===== config.mk =====
export PLATFORM = sky130hd
export DESIGN_NAME = lsa_limit_alert
export DESIGN_NICKNAME = d
export VERILOG_FILES = /design/src/hdl/lsa_pkg.sv /design/src/hdl/lsa_limit_alert.sv
export SDC_FILE = /design/constraint.sdc
export NUM_CORES = 1
export LEC_CHECK = 0
export BUFFER_PORTS_ARGS = -buffer_cell sky130_fd_sc_hd__buf_2
export CAP_MARGIN = 0
export CORE_AREA = 3 3 97 168
export CTS_CLUSTER_DIAMETER = 50
export DETAILED_ROUTE_END_ITERATION = 12
export DIE_AREA = 0 0 100 171
export PLACE_DENSITY = 0.76
export SETUP_SLACK_MARGIN = 0.4
export SKIP_CTS_REPAIR_TIMING = 1
export SLEW_MARGIN = 25
export SYNTH_ARGS = -nofsm -noshare
export SYNTH_HDL_FRONTEND = slang
export SYNTH_SLANG_ARGS = --single-unit

===== constraint.sdc =====
create_clock -name ref_clk -period 3.65 [get_ports ref_clk]
set_clock_uncertainty 0.1 [all_clocks]
set_input_delay 0.5475 -clock ref_clk [delete_from_list [all_inputs] [get_ports ref_clk]]
set_output_delay 0.5475 -clock ref_clk [all_outputs]
set_load 0.01 [all_outputs]

===== src/hdl/lsa_pkg.sv =====
package lsa_pkg;

    // Register offsets on the internal register port.
    localparam logic [7:0] REG_CONFIG_ONE   = 8'h40;
    localparam logic [7:0] REG_PRIM_STATUS  = 8'h41;
    localparam logic [7:0] REG_SEC_STATUS   = 8'h42;
    localparam logic [7:0] REG_CONFIG_TWO   = 8'h73;
    localparam logic [7:0] REG_PRIM_MASK    = 8'h74;
    localparam logic [7:0] REG_SEC_MASK     = 8'h75;
    localparam logic [7:0] REG_CONFIG_THREE = 8'h78;
    localparam logic [7:0] REG_CONFIG_FOUR  = 8'h7D;

    // Field positions.
    localparam int START_BIT      = 0;
    localparam int AVG_OFF_BIT    = 4;
    localparam int ALERT_EN_BIT   = 0;
    localparam int NO_BOOST_BIT   = 2;
    localparam int SUMMARY_BIT    = 7;
    localparam int OVERTEMP_BIT   = 1;
    localparam int HOLD_BIT       = 0;
    localparam int FAN_FOUR_BIT   = 5;

    // Status source bits of the primary register, writable bits of the secondary mask; primary bits 3 and 0 and secondary mask bit 0 are reserved.
    localparam logic [7:0] PRIM_SRC_BITS  = 8'h76;
    localparam logic [7:0] SEC_MASK_BITS  = 8'hFE;

    // Reset values.
    localparam logic [7:0] CONFIG_ONE_RST = 8'h01;
    localparam logic [7:0] ZERO_BYTE      = 8'h00;

    // Pass times in microseconds.
    localparam int PASS_AVG_US    = 146000;
    localparam int PASS_FAST_US   = 19000;
    localparam int CLK_MHZ        = 100;
    localparam int NUM_CHANNELS   = 5;

    // One register access on the documented register port.
    typedef struct packed {
        logic       wrEn;
        logic       rdEn;
        logic [7:0] addr;
        logic [7:0] wrData;
    } lsa_reg_req_t;

    // Per-channel conversion result with limits.
    typedef struct packed {
        logic [7:0] value;
        logic [7:0] highLimit;
        logic [7:0] lowLimit;
    } lsa_chan_t;

    typedef enum logic [1:0] {
        LSA_IDLE    = 2'b00,
        LSA_CONVERT = 2'b01,
        LSA_STORE   = 2'b10
    } lsa_state_t;

endpackage : lsa_pkg


===== src/hdl/lsa_limit_alert.sv =====
`timescale 1ns/1ps

// Function
// - Start bit write begins monitoring cycle
// - Start bit is set after reset
// - Channels converted in turn, repeat until stopped
// - Averaged pass takes 146 ms
// - Unaveraged pass takes 19 ms
// - Fan inputs unsynchronised with analog cycle
// - Out-of-limit result sets status bit
// - Primary bit 7 summarises secondary status
// - Sticky bits clear on read after condition
// - Overtemperature bit follows condition directly
// - Primary status bit positions per channel
// - Secondary status bit positions per source
// - Bit 5 reports thermal event when selected
// - Masks block alert only, not status
// - Alert holds while out of limit, until read
// - Summary mask gates all-masked secondary events
// - Primary mask bit positions per channel
// - Secondary mask bit positions per source
// - Alert disabled at reset, enable bit
// - Hold latch sets above limit, boosts fans
// - Hold releases below limit and bit cleared
// - Default limits 136 and 100 degrees
// - High strictly greater, low less-or-equal
// - Window comparison on every analog channel
module lsa_limit_alert
    import lsa_pkg::*;
#(
    parameter int PASS_AVG_CYCLES  = PASS_AVG_US * CLK_MHZ,
    parameter int PASS_FAST_CYCLES = PASS_FAST_US * CLK_MHZ,
    parameter logic [7:0] REMOTE_TWO_OT_LIMIT = 8'h88,
    parameter logic [7:0] REMOTE_ONE_OT_LIMIT = 8'h64
) (
    input  wire logic                    ref_clk,
    input  wire logic                    rst,
    input  wire lsa_reg_req_t            regReq,
    output logic [7:0]                   regRdData,
    input  wire lsa_chan_t [NUM_CHANNELS-1:0] chanIn,
    input  wire logic                    convDone,
    input  wire logic [2:0]              fanSlow,
    input  wire logic                    fanFourSlow,
    input  wire logic                    thermalEventOver,
    input  wire logic                    thermalEventSel,
    input  wire logic [1:0]              diodeFault,
    input  wire logic                    overtempCond,
    input  wire logic                    holdSelTwo,
    input  wire logic [7:0]              remoteOneTemp,
    input  wire logic [7:0]              remoteTwoTemp,
    input  wire logic                    quarterAbove,
    output logic                         alertOut,
    output logic                         alertOe,
    output logic                         fansFull,
    output logic                         overtempHold,
    output logic [2:0]                   convChannel,
    output logic                         passDone
);

    // Elaboration checks: the channel map and the slot split are fixed.
    initial begin
        if (NUM_CHANNELS != 5) begin
            $error("The channel map serves exactly five channels.");
        end
        if (PASS_FAST_CYCLES < NUM_CHANNELS) begin
            $error("Unaveraged pass is shorter than one cycle a slot.");
        end
        if (PASS_AVG_CYCLES < NUM_CHANNELS) begin
            $error("Averaged pass is shorter than one cycle a slot.");
        end
        if (PASS_AVG_CYCLES < PASS_FAST_CYCLES) begin
            $error("Averaged pass must not be shorter than unaveraged.");
        end
        if (REMOTE_ONE_OT_LIMIT == 8'h00 || REMOTE_TWO_OT_LIMIT == 8'h00) begin
            $error("A hold limit of zero could never be released.");
        end
    end

    // Channel index to its primary status bit position.
    function automatic logic [7:0] chanBit(input logic [2:0] ch);
        case (ch)
            3'h0:    chanBit = 8'h02;
            3'h1:    chanBit = 8'h04;
            3'h2:    chanBit = 8'h20;
            3'h3:    chanBit = 8'h10;
            3'h4:    chanBit = 8'h40;
            default: chanBit = 8'h00;
        endcase
    endfunction : chanBit

    logic [7:0]  configOne_r;
    logic [7:0]  configTwo_r;
    logic [7:0]  configThree_r;
    logic [7:0]  configFour_r;
    logic [7:0]  primMask_r;
    logic [7:0]  secMask_r;
    logic [7:0]  primStat_r;
    logic [7:0]  secStat_r;
    lsa_state_t  state_r;
    logic [2:0]  chan_r;
    logic [31:0] slotCnt_r;
    logic [7:0]  primCond_r;
    logic        holdSet;

    wire logic monitorOn = configOne_r[START_BIT];
    wire logic avgOff    = configTwo_r[AVG_OFF_BIT];
    wire logic [31:0] slotLen = avgOff
        ? 32'(PASS_FAST_CYCLES / NUM_CHANNELS)
        : 32'(PASS_AVG_CYCLES / NUM_CHANNELS);

    wire logic rdPrim = regReq.rdEn && regReq.addr == REG_PRIM_STATUS;
    wire logic rdSec  = regReq.rdEn && regReq.addr == REG_SEC_STATUS;

    // Window comparison for the channel being converted.
    wire lsa_chan_t cur = chanIn[chan_r];
    wire logic outOfLimit = (cur.value > cur.highLimit) ||
                            (cur.value <= cur.lowLimit);
    wire logic storeNow = state_r == LSA_STORE;

    // Overtemperature hold latch on the selected remote channel.
    wire logic [7:0] otLimit = holdSelTwo ? REMOTE_TWO_OT_LIMIT
                                          : REMOTE_ONE_OT_LIMIT;
    wire logic [7:0] selTemp = holdSelTwo ? remoteTwoTemp : remoteOneTemp;
    wire logic aboveQuarter = (selTemp > otLimit) ||
                              (selTemp == otLimit && quarterAbove);
    wire logic belowLimit = selTemp < otLimit;

    // Live conditions for the secondary sources; bit 5 follows pin use.
    // The hold bit reports the latch only while the temperature has not
    // fallen back below the limit. Feeding the bare latch in would lock
    // up: the read could never clear the bit, so the latch never lets go.
    logic [7:0] secCond;
    always_comb begin
        secCond = ZERO_BYTE;
        secCond[7:6] = diodeFault;
        secCond[FAN_FOUR_BIT] = thermalEventSel ? thermalEventOver
                                                : fanFourSlow;
        secCond[4:2] = fanSlow;
        secCond[OVERTEMP_BIT] = overtempCond;
        secCond[HOLD_BIT] = holdSet && !belowLimit;
    end

    // Register write strobe decode, shared by every writable register.
    function automatic logic wrHit(input lsa_reg_req_t req,
                                   input logic [7:0]   addr);
        wrHit = req.wrEn && req.addr == addr;
    endfunction : wrHit

    // Configuration registers.
    always_ff @(posedge ref_clk or posedge rst) begin
        if (rst) begin
            configOne_r   <= CONFIG_ONE_RST;
            configTwo_r   <= ZERO_BYTE;
            configThree_r <= ZERO_BYTE;
            configFour_r  <= ZERO_BYTE;
        end else begin
            if (wrHit(regReq, REG_CONFIG_ONE)) begin
                configOne_r <= regReq.wrData;
            end
            if (wrHit(regReq, REG_CONFIG_TWO)) begin
                configTwo_r <= regReq.wrData;
            end
            if (wrHit(regReq, REG_CONFIG_THREE)) begin
                configThree_r <= regReq.wrData;
            end
            if (wrHit(regReq, REG_CONFIG_FOUR)) begin
                configFour_r <= regReq.wrData;
            end
        end
    end

    // Alert mask registers; the reserved secondary bit stays zero.
    always_ff @(posedge ref_clk or posedge rst) begin
        if (rst) begin
            primMask_r <= ZERO_BYTE;
            secMask_r  <= ZERO_BYTE;
        end else begin
            if (wrHit(regReq, REG_PRIM_MASK)) begin
                primMask_r <= regReq.wrData;
            end
            if (wrHit(regReq, REG_SEC_MASK)) begin
                secMask_r <= regReq.wrData & SEC_MASK_BITS;
            end
        end
    end

    // Round-robin sequencer; each channel owns one equal time slot.
    always_ff @(posedge ref_clk or posedge rst) begin
        if (rst) begin
            state_r   <= LSA_IDLE;
            chan_r    <= 3'h0;
            slotCnt_r <= 32'h0;
            passDone  <= 1'b0;
        end else begin
            passDone <= 1'b0;
            case (state_r)
                LSA_IDLE: begin
                    chan_r    <= 3'h0;
                    slotCnt_r <= 32'h0;
                    if (monitorOn) begin
                        state_r <= LSA_CONVERT;
                    end
                end
                LSA_CONVERT: begin
                    slotCnt_r <= slotCnt_r + 32'h1;
                    // The slot timer paces the pass; convDone is only
                    // honoured once the slot has run its course.
                    if (slotCnt_r >= slotLen - 32'h1 && convDone) begin
                        state_r <= LSA_STORE;
                    end
                end
                LSA_STORE: begin
                    slotCnt_r <= 32'h0;
                    if (chan_r == 3'(NUM_CHANNELS - 1)) begin
                        chan_r   <= 3'h0;
                        passDone <= 1'b1;
                    end else begin
                        chan_r <= chan_r + 3'h1;
                    end
                    state_r <= monitorOn ? LSA_CONVERT : LSA_IDLE;
                end
                default: state_r <= LSA_IDLE;
            endcase
        end
    end

    always_ff @(posedge ref_clk or posedge rst) begin
        if (rst) begin
            convChannel <= 3'h0;
        end else begin
            convChannel <= chan_r;
        end
    end

    // Last comparison result per primary channel, kept between passes.
    always_ff @(posedge ref_clk or posedge rst) begin
        if (rst) begin
            primCond_r <= ZERO_BYTE;
        end else if (storeNow) begin
            primCond_r <= outOfLimit ? (primCond_r | chanBit(chan_r))
                                     : (primCond_r & ~chanBit(chan_r));
        end
    end

    // Primary status: set beats read-clear, and a read clears only bits
    // whose condition is already gone.
    logic [7:0] primKeep;
    logic [7:0] primEvent;
    logic [7:0] primStat_nxt;
    always_comb begin
        primKeep     = rdPrim ? (primStat_r & primCond_r) : primStat_r;
        primEvent    = (storeNow && outOfLimit) ? chanBit(chan_r)
                                                : ZERO_BYTE;
        primStat_nxt = (primKeep | primCond_r | primEvent)
                       & PRIM_SRC_BITS;
    end

    always_ff @(posedge ref_clk or posedge rst) begin
        if (rst) begin
            primStat_r <= ZERO_BYTE;
        end else begin
            primStat_r <= primStat_nxt;
        end
    end

    // Secondary status: sticky except overtemperature, which tracks live.
    // Fan inputs arrive from their own free-running measurement logic.
    logic [7:0] secStat_nxt;
    always_comb begin
        secStat_nxt = (rdSec ? (secStat_r & secCond) : secStat_r)
                      | secCond;
        secStat_nxt[OVERTEMP_BIT] = secCond[OVERTEMP_BIT];
    end

    always_ff @(posedge ref_clk or posedge rst) begin
        if (rst) begin
            secStat_r <= ZERO_BYTE;
        end else begin
            secStat_r <= secStat_nxt;
        end
    end

    // The latch lets go only once the temperature is back below the
    // limit and the host has cleared the hold status bit.
    wire logic holdRelease = belowLimit && !secStat_r[HOLD_BIT];

    always_ff @(posedge ref_clk or posedge rst) begin
        if (rst) begin
            holdSet <= 1'b0;
        end else if (aboveQuarter) begin
            holdSet <= 1'b1;
        end else if (holdRelease) begin
            holdSet <= 1'b0;
        end
    end

    always_ff @(posedge ref_clk or posedge rst) begin
        if (rst) begin
            overtempHold <= 1'b0;
            fansFull     <= 1'b0;
        end else begin
            overtempHold <= holdSet;
            fansFull <= holdSet && !configFour_r[NO_BOOST_BIT];
        end
    end

    // Alert combination.
    // A mask hides a source from the pin only; its status bit is untouched.
    logic [7:0] primHit;
    logic [7:0] secHit;
    for (genvar b = 0; b < 8; b++) begin : g_alert_src
        assign primHit[b] = primStat_r[b] && !primMask_r[b] &&
                            PRIM_SRC_BITS[b];
        assign secHit[b]  = secStat_r[b] && !secMask_r[b];
    end

    wire logic secPending = |secStat_r;
    wire logic secUnmasked = |secHit;
    wire logic summaryPath = secPending && (&secMask_r[7:1]) &&
                             !primMask_r[SUMMARY_BIT];
    wire logic alertAny = (|primHit) || secUnmasked || summaryPath;

    // Open drain: the data line is high in reset and low after it; the enable does the work.
    always_ff @(posedge ref_clk or posedge rst) begin
        if (rst) begin
            alertOut <= 1'b1;
        end else begin
            alertOut <= 1'b0;
        end
    end

    always_ff @(posedge ref_clk or posedge rst) begin
        if (rst) begin
            alertOe <= 1'b0;
        end else begin
            alertOe <= alertAny && configThree_r[ALERT_EN_BIT];
        end
    end

    // Read data; the pre-clear value is returned.
    always_ff @(posedge ref_clk or posedge rst) begin
        if (rst) begin
            regRdData <= ZERO_BYTE;
        end else if (regReq.rdEn) begin
            case (regReq.addr)
                REG_CONFIG_ONE:   regRdData <= configOne_r;
                REG_PRIM_STATUS:  regRdData <= {secPending,
                                                primStat_r[6:0]};
                REG_SEC_STATUS:   regRdData <= secStat_r;
                REG_CONFIG_TWO:   regRdData <= configTwo_r;
                REG_PRIM_MASK:    regRdData <= primMask_r;
                REG_SEC_MASK:     regRdData <= secMask_r;
                REG_CONFIG_THREE: regRdData <= configThree_r;
                REG_CONFIG_FOUR:  regRdData <= configFour_r;
                default:          regRdData <= ZERO_BYTE;
            endcase
        end
    end

endmodule : lsa_limit_alert


==> out/results.tsv, run 1 <==
metric	value	unit
result of the run	complete, no violations	
area of the placeable core	15000	um^2
main area contributors after synthesis	dfrtp_1 40%, mux2_2 8.8%, mux2i_1 8.1%	
Std-Cell Rows	59	
cell total after placement	1071	
final design utilization	59.9	%
final hold viol count	0	
critical path data arrival time	3.17	ns
largest fanout on the critical path	14	
most common flop cell mapped by yosys	dfrtp_1	
grt peak-use layer	met2	
wire length of the first global-routing pass	30500	um
CTS tree	built	
Setup CP Type	flip-flop to flip-flop	
power density over the cells	379	nW/um^2
count of mapped cells out of synthesis	729	
Die Width	100	um
min-delay worst type	input port to flip-flop	
ant diodes	0	
max-cap violations	0	
GRT met3 Usage	3.96	%
die footprint	17100	um^2
number of sinks on the clock net	119	
Slew @ Worst Pin	0.786	ns
final hold slack	0.153	ns
number of nets in the synthesized netlist	928	
proportion of layout cells with a drive suffix above 1	32.0	%
sequential-to-total area share from yosys stat	41.0	%
routed length per placed instance	17.5	um
pin count of the biggest net entering global routing	56	
root buffer cell	clkbuf_16	
average instance area after synthesis	9.96	um^2
vias after detailed routing	6303	
Filler Cell Count	1311	
grt met2 use	42.9	%
Layout Cell Area excl Fill	8970	um^2
r2r worst-path depth	9	
Final Setup Violations	0	
GRT Total Usage	22.6	%
kind of capture point of the worst setup path	flip-flop	
ratio of routed vias to standard cells	5.71	
number of distinct standard cells referenced by the synthesized netlist	62	
count of buffers inserted at the top-level ports	183	
count of state elements after synthesis	119	
hpwl dp	15000	um
number of pins with negative max-slew slack in the final report	0	
count of placed standard cells in the final layout, fillers left out	1103	
total DRC errors in the routed layout	0	
Leakage	0.00415	uW
Sum Neg Setup Slack	0	ns
H-tree levels	4	
DRC marker count from the first detailed-route iteration	311	
number of global-route vias before repair	6465	
highest clock frequency the design can meet	336	MHz
CTS clk-pin slew, worst paths	0.05	ns
height of the die	171	um
maximum count of clock buffers along a single path	2	
Synth Cell Area	7260	um^2
count of cells along the worst hold path	1	
synthesis-to-finish area growth	23.5	%
residual antenna-violating net count after detailed routing	0	
met1 usage in global routing	23.0	%
YS warnings	0	
count of pins on the block boundary	184	
data required time of the critical path	3.84	ns
Worst VDD drop	0.000240	V
most used standard cell by instance count after synthesis	dfrtp_1	
Async SR Flop Fraction	100	%
sum of overflow across all layers after global routing	0	
antenna violations before repair	0	
final critical-path share of the clock period	81.6	%
placer congestion estimate	0.964	
post-detailed-routing wire length	19300	um
fraction of synthesized cell area taken by the top area cell type	40.3	%
Multi-input gate area	4070	um^2
Initial Util	48.5	%
most instantiated cells after synthesis	117 x dfrtp_1, 59 x mux2i_1, 59 x nand2_1	
Max-Slew Margin vs Limit	47.5	%
register area	2980	um^2
clock latency on the worst-skew pair	0.41	ns
number of nets at the end of the flow	1106	
shortest clock period the worst path allows after layout	2.98	ns
Pre-Repair DR Iteration Count	5	
setup repair after global routing missed its margin	false	
number of enable-type register cells in the synthesized netlist	0	
total placed instance area	8370	um^2
Setup crit start kind	flip-flop	
clock buffer count from CTS	17	
post-synthesis cell type with the largest combined area	dfrtp_1	
worst max-delay path, stage by stage, from the launching register on:
cell and delay [ns]:
dfrtp_1 0.53, nand2_1 0.31, buf_4 0.28, o22ai_1 0.26, ha_1 0.31, a21oi_1 0.16
o21ai_0 0.10, o22ai_1 0.16, o311ai_2 0.25, a221o_1 0.41
final timing paths:
kind                                  from               end  slack, ns
setup / recovery                 chan_r[1]     primStat_r[5]       0.67
hold / removal                overtempCond      secStat_r[1]       0.15
setup reg to reg                 chan_r[1]     primStat_r[5]       0.67
hold reg to reg            configFour_r[2]          fansFull       0.35
max in group asynchronous              rst          alertOut       2.54
min in group asynchronous              rst  configThree_r[1]       0.17
power breakdown:
part / switching (uW) / total (uW) / internal, uW
Combinational: 169 / 324 / 156
Clock: 575 / 1700 / 1120
Sequential: 22.9 / 1380 / 1360
area by class of cell:
type	instances	area share, %
tap	183	2.55
multi-input combinational	554	45.3
sequential	119	33.2
clock buffer	24	5.37
inverter	20	0.878
clock inverter	8	1.34
timing repair buffer	195	11.3
placed cells by master, fill, tap and decap left out, types with 5 or more instances in the layout:
master,netlist,routed
mux2_2,57,57
xor2_1,5,5
and2_1,32,32
ha_1,31,31
buf_2,4,183
inv_1,20,19
nand2_1,59,59
nand3_1,22,22
and3_1,6,6
nor2_1,46,46
a21o_1,6,6
mux2i_1,59,59
nand4_1,10,10
a21oi_1,38,38
a221o_1,7,7
clkbuf_16,0,17
o21ai_0,33,33
dfrtp_1,117,116
nand2b_1,8,8
xnor2_1,20,20
o22ai_1,19,19
nor2b_1,9,9
nor3_1,7,7
a22oi_1,11,11
a31oi_1,5,5
buf_4,1,11
logic make-up after synthesis:
| group | share of synthesized area [%] |
|---|---|
| AO/OA/AOI/OAI | 13.0 |
| XOR/XNOR | 3.01 |
| adder cells (fa/ha/maj) | 5.34 |
| buffers and inverters | 3.12 |
| flip-flops | 41.0 |
| multiplexers | 17.0 |
| other | 0.0516 |
| AND/OR/NAND/NOR | 17.5 |
state kept, by name (all words and copies together) (netlist names), 7 cells and up, named ones only:
register	flops
configFour_r	8
secStat_r	8
regRdData	8
secMask_r	7
slotCnt_r	32
configThree_r	8
configTwo_r	8
configOne_r	8
primMask_r	8
metrics by stage:
| step | setup WS [ns] | power, uW |
|---|---|---|
| 6_report | 0.670 | 3400 |
| 5_1_grt | 0.517 | 3520 |
| 4_1_cts | 0.535 | 3420 |
| 3_3_place_gp | 0.603 | 1720 |
| 2_1_floorplan | 0.584 | 1560 |
| 3_5_place_dp | 0.574 | 1720 |
per-layer routing:
metal | vias to the layer above | part of all wire [%]
li1 | 3018 | -
met1 | 2989 | 35
met2 | 240 | 56
met3 | 56 | 4.9
met4 | 0 | 4.4
met5 | - | 0
Note: power is estimated with default switching activity, not from simulation.
==> inputs of run 2 (changes only) <==
--- a/config.mk
+++ b/config.mk
@@ -7,11 +7,11 @@
 export LEC_CHECK = 0
 export BUFFER_PORTS_ARGS = -buffer_cell sky130_fd_sc_hd__buf_2
 export CAP_MARGIN = 0
-export CORE_AREA = 3 3 97 168
+export CORE_AREA = 3 3 92 160
 export CTS_CLUSTER_DIAMETER = 50
 export DETAILED_ROUTE_END_ITERATION = 12
-export DIE_AREA = 0 0 100 171
-export PLACE_DENSITY = 0.76
+export DIE_AREA = 0 0 95 163
+export PLACE_DENSITY = 0.8
 export SETUP_SLACK_MARGIN = 0.4
 export SKIP_CTS_REPAIR_TIMING = 1
 export SLEW_MARGIN = 25
==> constraint.sdc (replaced) <==
create_clock -name ref_clk -period 3.1 [get_ports ref_clk]
set_clock_uncertainty 0.1 [all_clocks]
set_input_delay 0.465 -clock ref_clk [delete_from_list [all_inputs] [get_ports ref_clk]]
set_output_delay 0.465 -clock ref_clk [all_outputs]
set_load 0.01 [all_outputs]
==> out/results.tsv, run 2 (synthesis results as in run 1) <==
metric	value	unit	change
grt peak-use layer	met2		
met1 usage in global routing	25.9	%	+2.9 points
final total power	4020	uW	+18%
critical path data arrival time	3.04	ns	-0.13 ns
routed length per placed instance	18.3	um	+4.8%
final critical-path share of the clock period	92.1	%	+10 points
placer congestion estimate	0.934		-3.1%
setup repair after global routing missed its margin	true		
Setup CP Type	flip-flop to flip-flop		
max-cap violations	0		unchanged
total DRC errors in the routed layout	0		unchanged
pin count of the biggest net entering global routing	61		+8.9%
antenna violations before repair	0		unchanged
top library cells by usage in the layout, fill and taps aside	183 x buf_2, 114 x dfrtp_1, 58 x mux2i_1, 57 x mux2_2, 57 x nand2_1		
Initial Util	53.7	%	+5.2 points
data required time of the critical path	3.29	ns	-0.55 ns
root buffer cell	clkbuf_16		
number of sinks on the clock net	119		unchanged
Leakage	0.00430	uW	+3.4%
register containing the most flip-flops in the final layout	slotCnt_r		
count of placed standard cells in the final layout, fillers left out	1115		+1.1%
ant diodes	0		unchanged
CTS clk-pin slew, worst paths	0.05	ns	about the same
maximum count of clock buffers along a single path	2		unchanged
wire length of the first global-routing pass	30700	um	+0.81%
DRC marker count from the first detailed-route iteration	345		+11%
Sum Neg Setup Slack	0	ns	unchanged
result of the run	complete, no violations		
cell total after placement	1068		-0.28%
Std-Cell Rows	56		-5.1%
residual antenna-violating net count after detailed routing	0		unchanged
most common cell after layout, fill and taps aside	buf_2		
min-delay worst type	input port to flip-flop		
GRT Total Usage	25.7	%	+3.0 points
final hold viol count	0		unchanged
hpwl dp	15200	um	+1.3%
shortest clock period the worst path allows after layout	2.85	ns	-0.126 ns
synthesis-to-finish area growth	27.4	%	
Die Width	95	um	-5.0%
die footprint	15500	um^2	-9.4%
largest fanout on the critical path	6		-8
GRT met3 Usage	4.39	%	+0.43 points
clock latency on the worst-skew pair	0.41	ns	about the same
count of buffers inserted at the top-level ports	183		unchanged
number of pins with negative max-slew slack in the final report	0		unchanged
Worst VDD drop	0.000230	V	-4.5%
ratio of routed vias to standard cells	5.92		+3.7%
power density over the cells	434	nW/um^2	+14%
sum of overflow across all layers after global routing	0		unchanged
vias after detailed routing	6605		+4.8%
Pre-Repair DR Iteration Count	5		unchanged
area of the placeable core	13500	um^2	-9.8%
flip-flop count of the largest register after layout	32		unchanged
clock buffer count from CTS	17		unchanged
Slew @ Worst Pin	0.714	ns	-0.0714 ns
kind of capture point of the worst setup path	flip-flop		
Setup crit start kind	flip-flop		
grt met2 use	48.0	%	+5.1 points
post-detailed-routing wire length	20400	um	+5.9%
final hold slack	0.0596	ns	-0.0937 ns
highest clock frequency the design can meet	350	MHz	+4.4%
Max-Slew Margin vs Limit	52.0	%	+4.5 points
Final Setup Violations	0		unchanged
CTS tree	built		
number of nets at the end of the flow	1128		+2.0%
H-tree levels	4		unchanged
height of the die	163	um	-4.7%
count of pins on the block boundary	184		unchanged
number of global-route vias before repair	6453		-0.19%
proportion of layout cells with a drive suffix above 1	35.0	%	+3.0 points
==> run 2: final timing paths <==
check / end / slack (ns) / startpoint / depth (start not counted)
max: primStat_r[5] / 0.25 / chan_r[2] / 13
min: secStat_r[1] / 0.06 / overtempCond / 1
max reg2reg: primStat_r[5] / 0.25 / chan_r[2] / 13
min reg2reg: fansFull / 0.35 / configFour_r[2] / 1
max in group asynchronous: alertOut / 1.74 / rst / 4
min in group asynchronous: slotCnt_r[21] / 0.49 / rst / 3
==> run 2: area by class of cell <==
class,count,area (um^2)
inverters,20,78.8
clock buffers,22,464
well taps,174,218
repair buffers,216,1230
clock inverters,9,125
flip-flops and latches,119,2980
fillers,1020,4270
multi-input cells,555,4160
==> run 2: routing by layer <==
metal  routed length, um  vias to the layer above
met5                   0                        -
met3                1170                       78
met2               11200                      315
met1                6890                     3146
met4                1150                        0
li1                    -                     3066
==> run 2: worst max-delay path: stages, from the launching register on <==
cell and delay (ns):
dfrtp_2 0.43, buf_8 0.14, nor2_4 0.22, buf_6 0.15, nand2_4 0.04, o21ai_2 0.06
a21oi_2 0.07, ha_1 0.33, nor2b_1 0.13, o211ai_1 0.16, a21oi_1 0.10, o22ai_2 0.21
o311ai_4 0.20, a221o_1 0.37
==> run 2: stage by stage <==
| step | utilization [%] | cell area, um^2 | worst slack, ns |
|---|---|---|---|
| 4_1_cts | 66.7 | 9030 | 0.224 |
| 5_1_grt | 68.5 | 9260 | 0.157 |
| 3_5_place_dp | 62.4 | 8440 | 0.247 |
| 2_1_floorplan | - | 7330 | 0.410 |
| 3_3_place_gp | 62.4 | 8440 | 0.294 |
| 6_report | 68.5 | 9260 | 0.246 |
==> run 2: power by group <==
part           internal, uW  switching, uW
registers              1600           28.2
logic                   201            220
clock network          1290            678
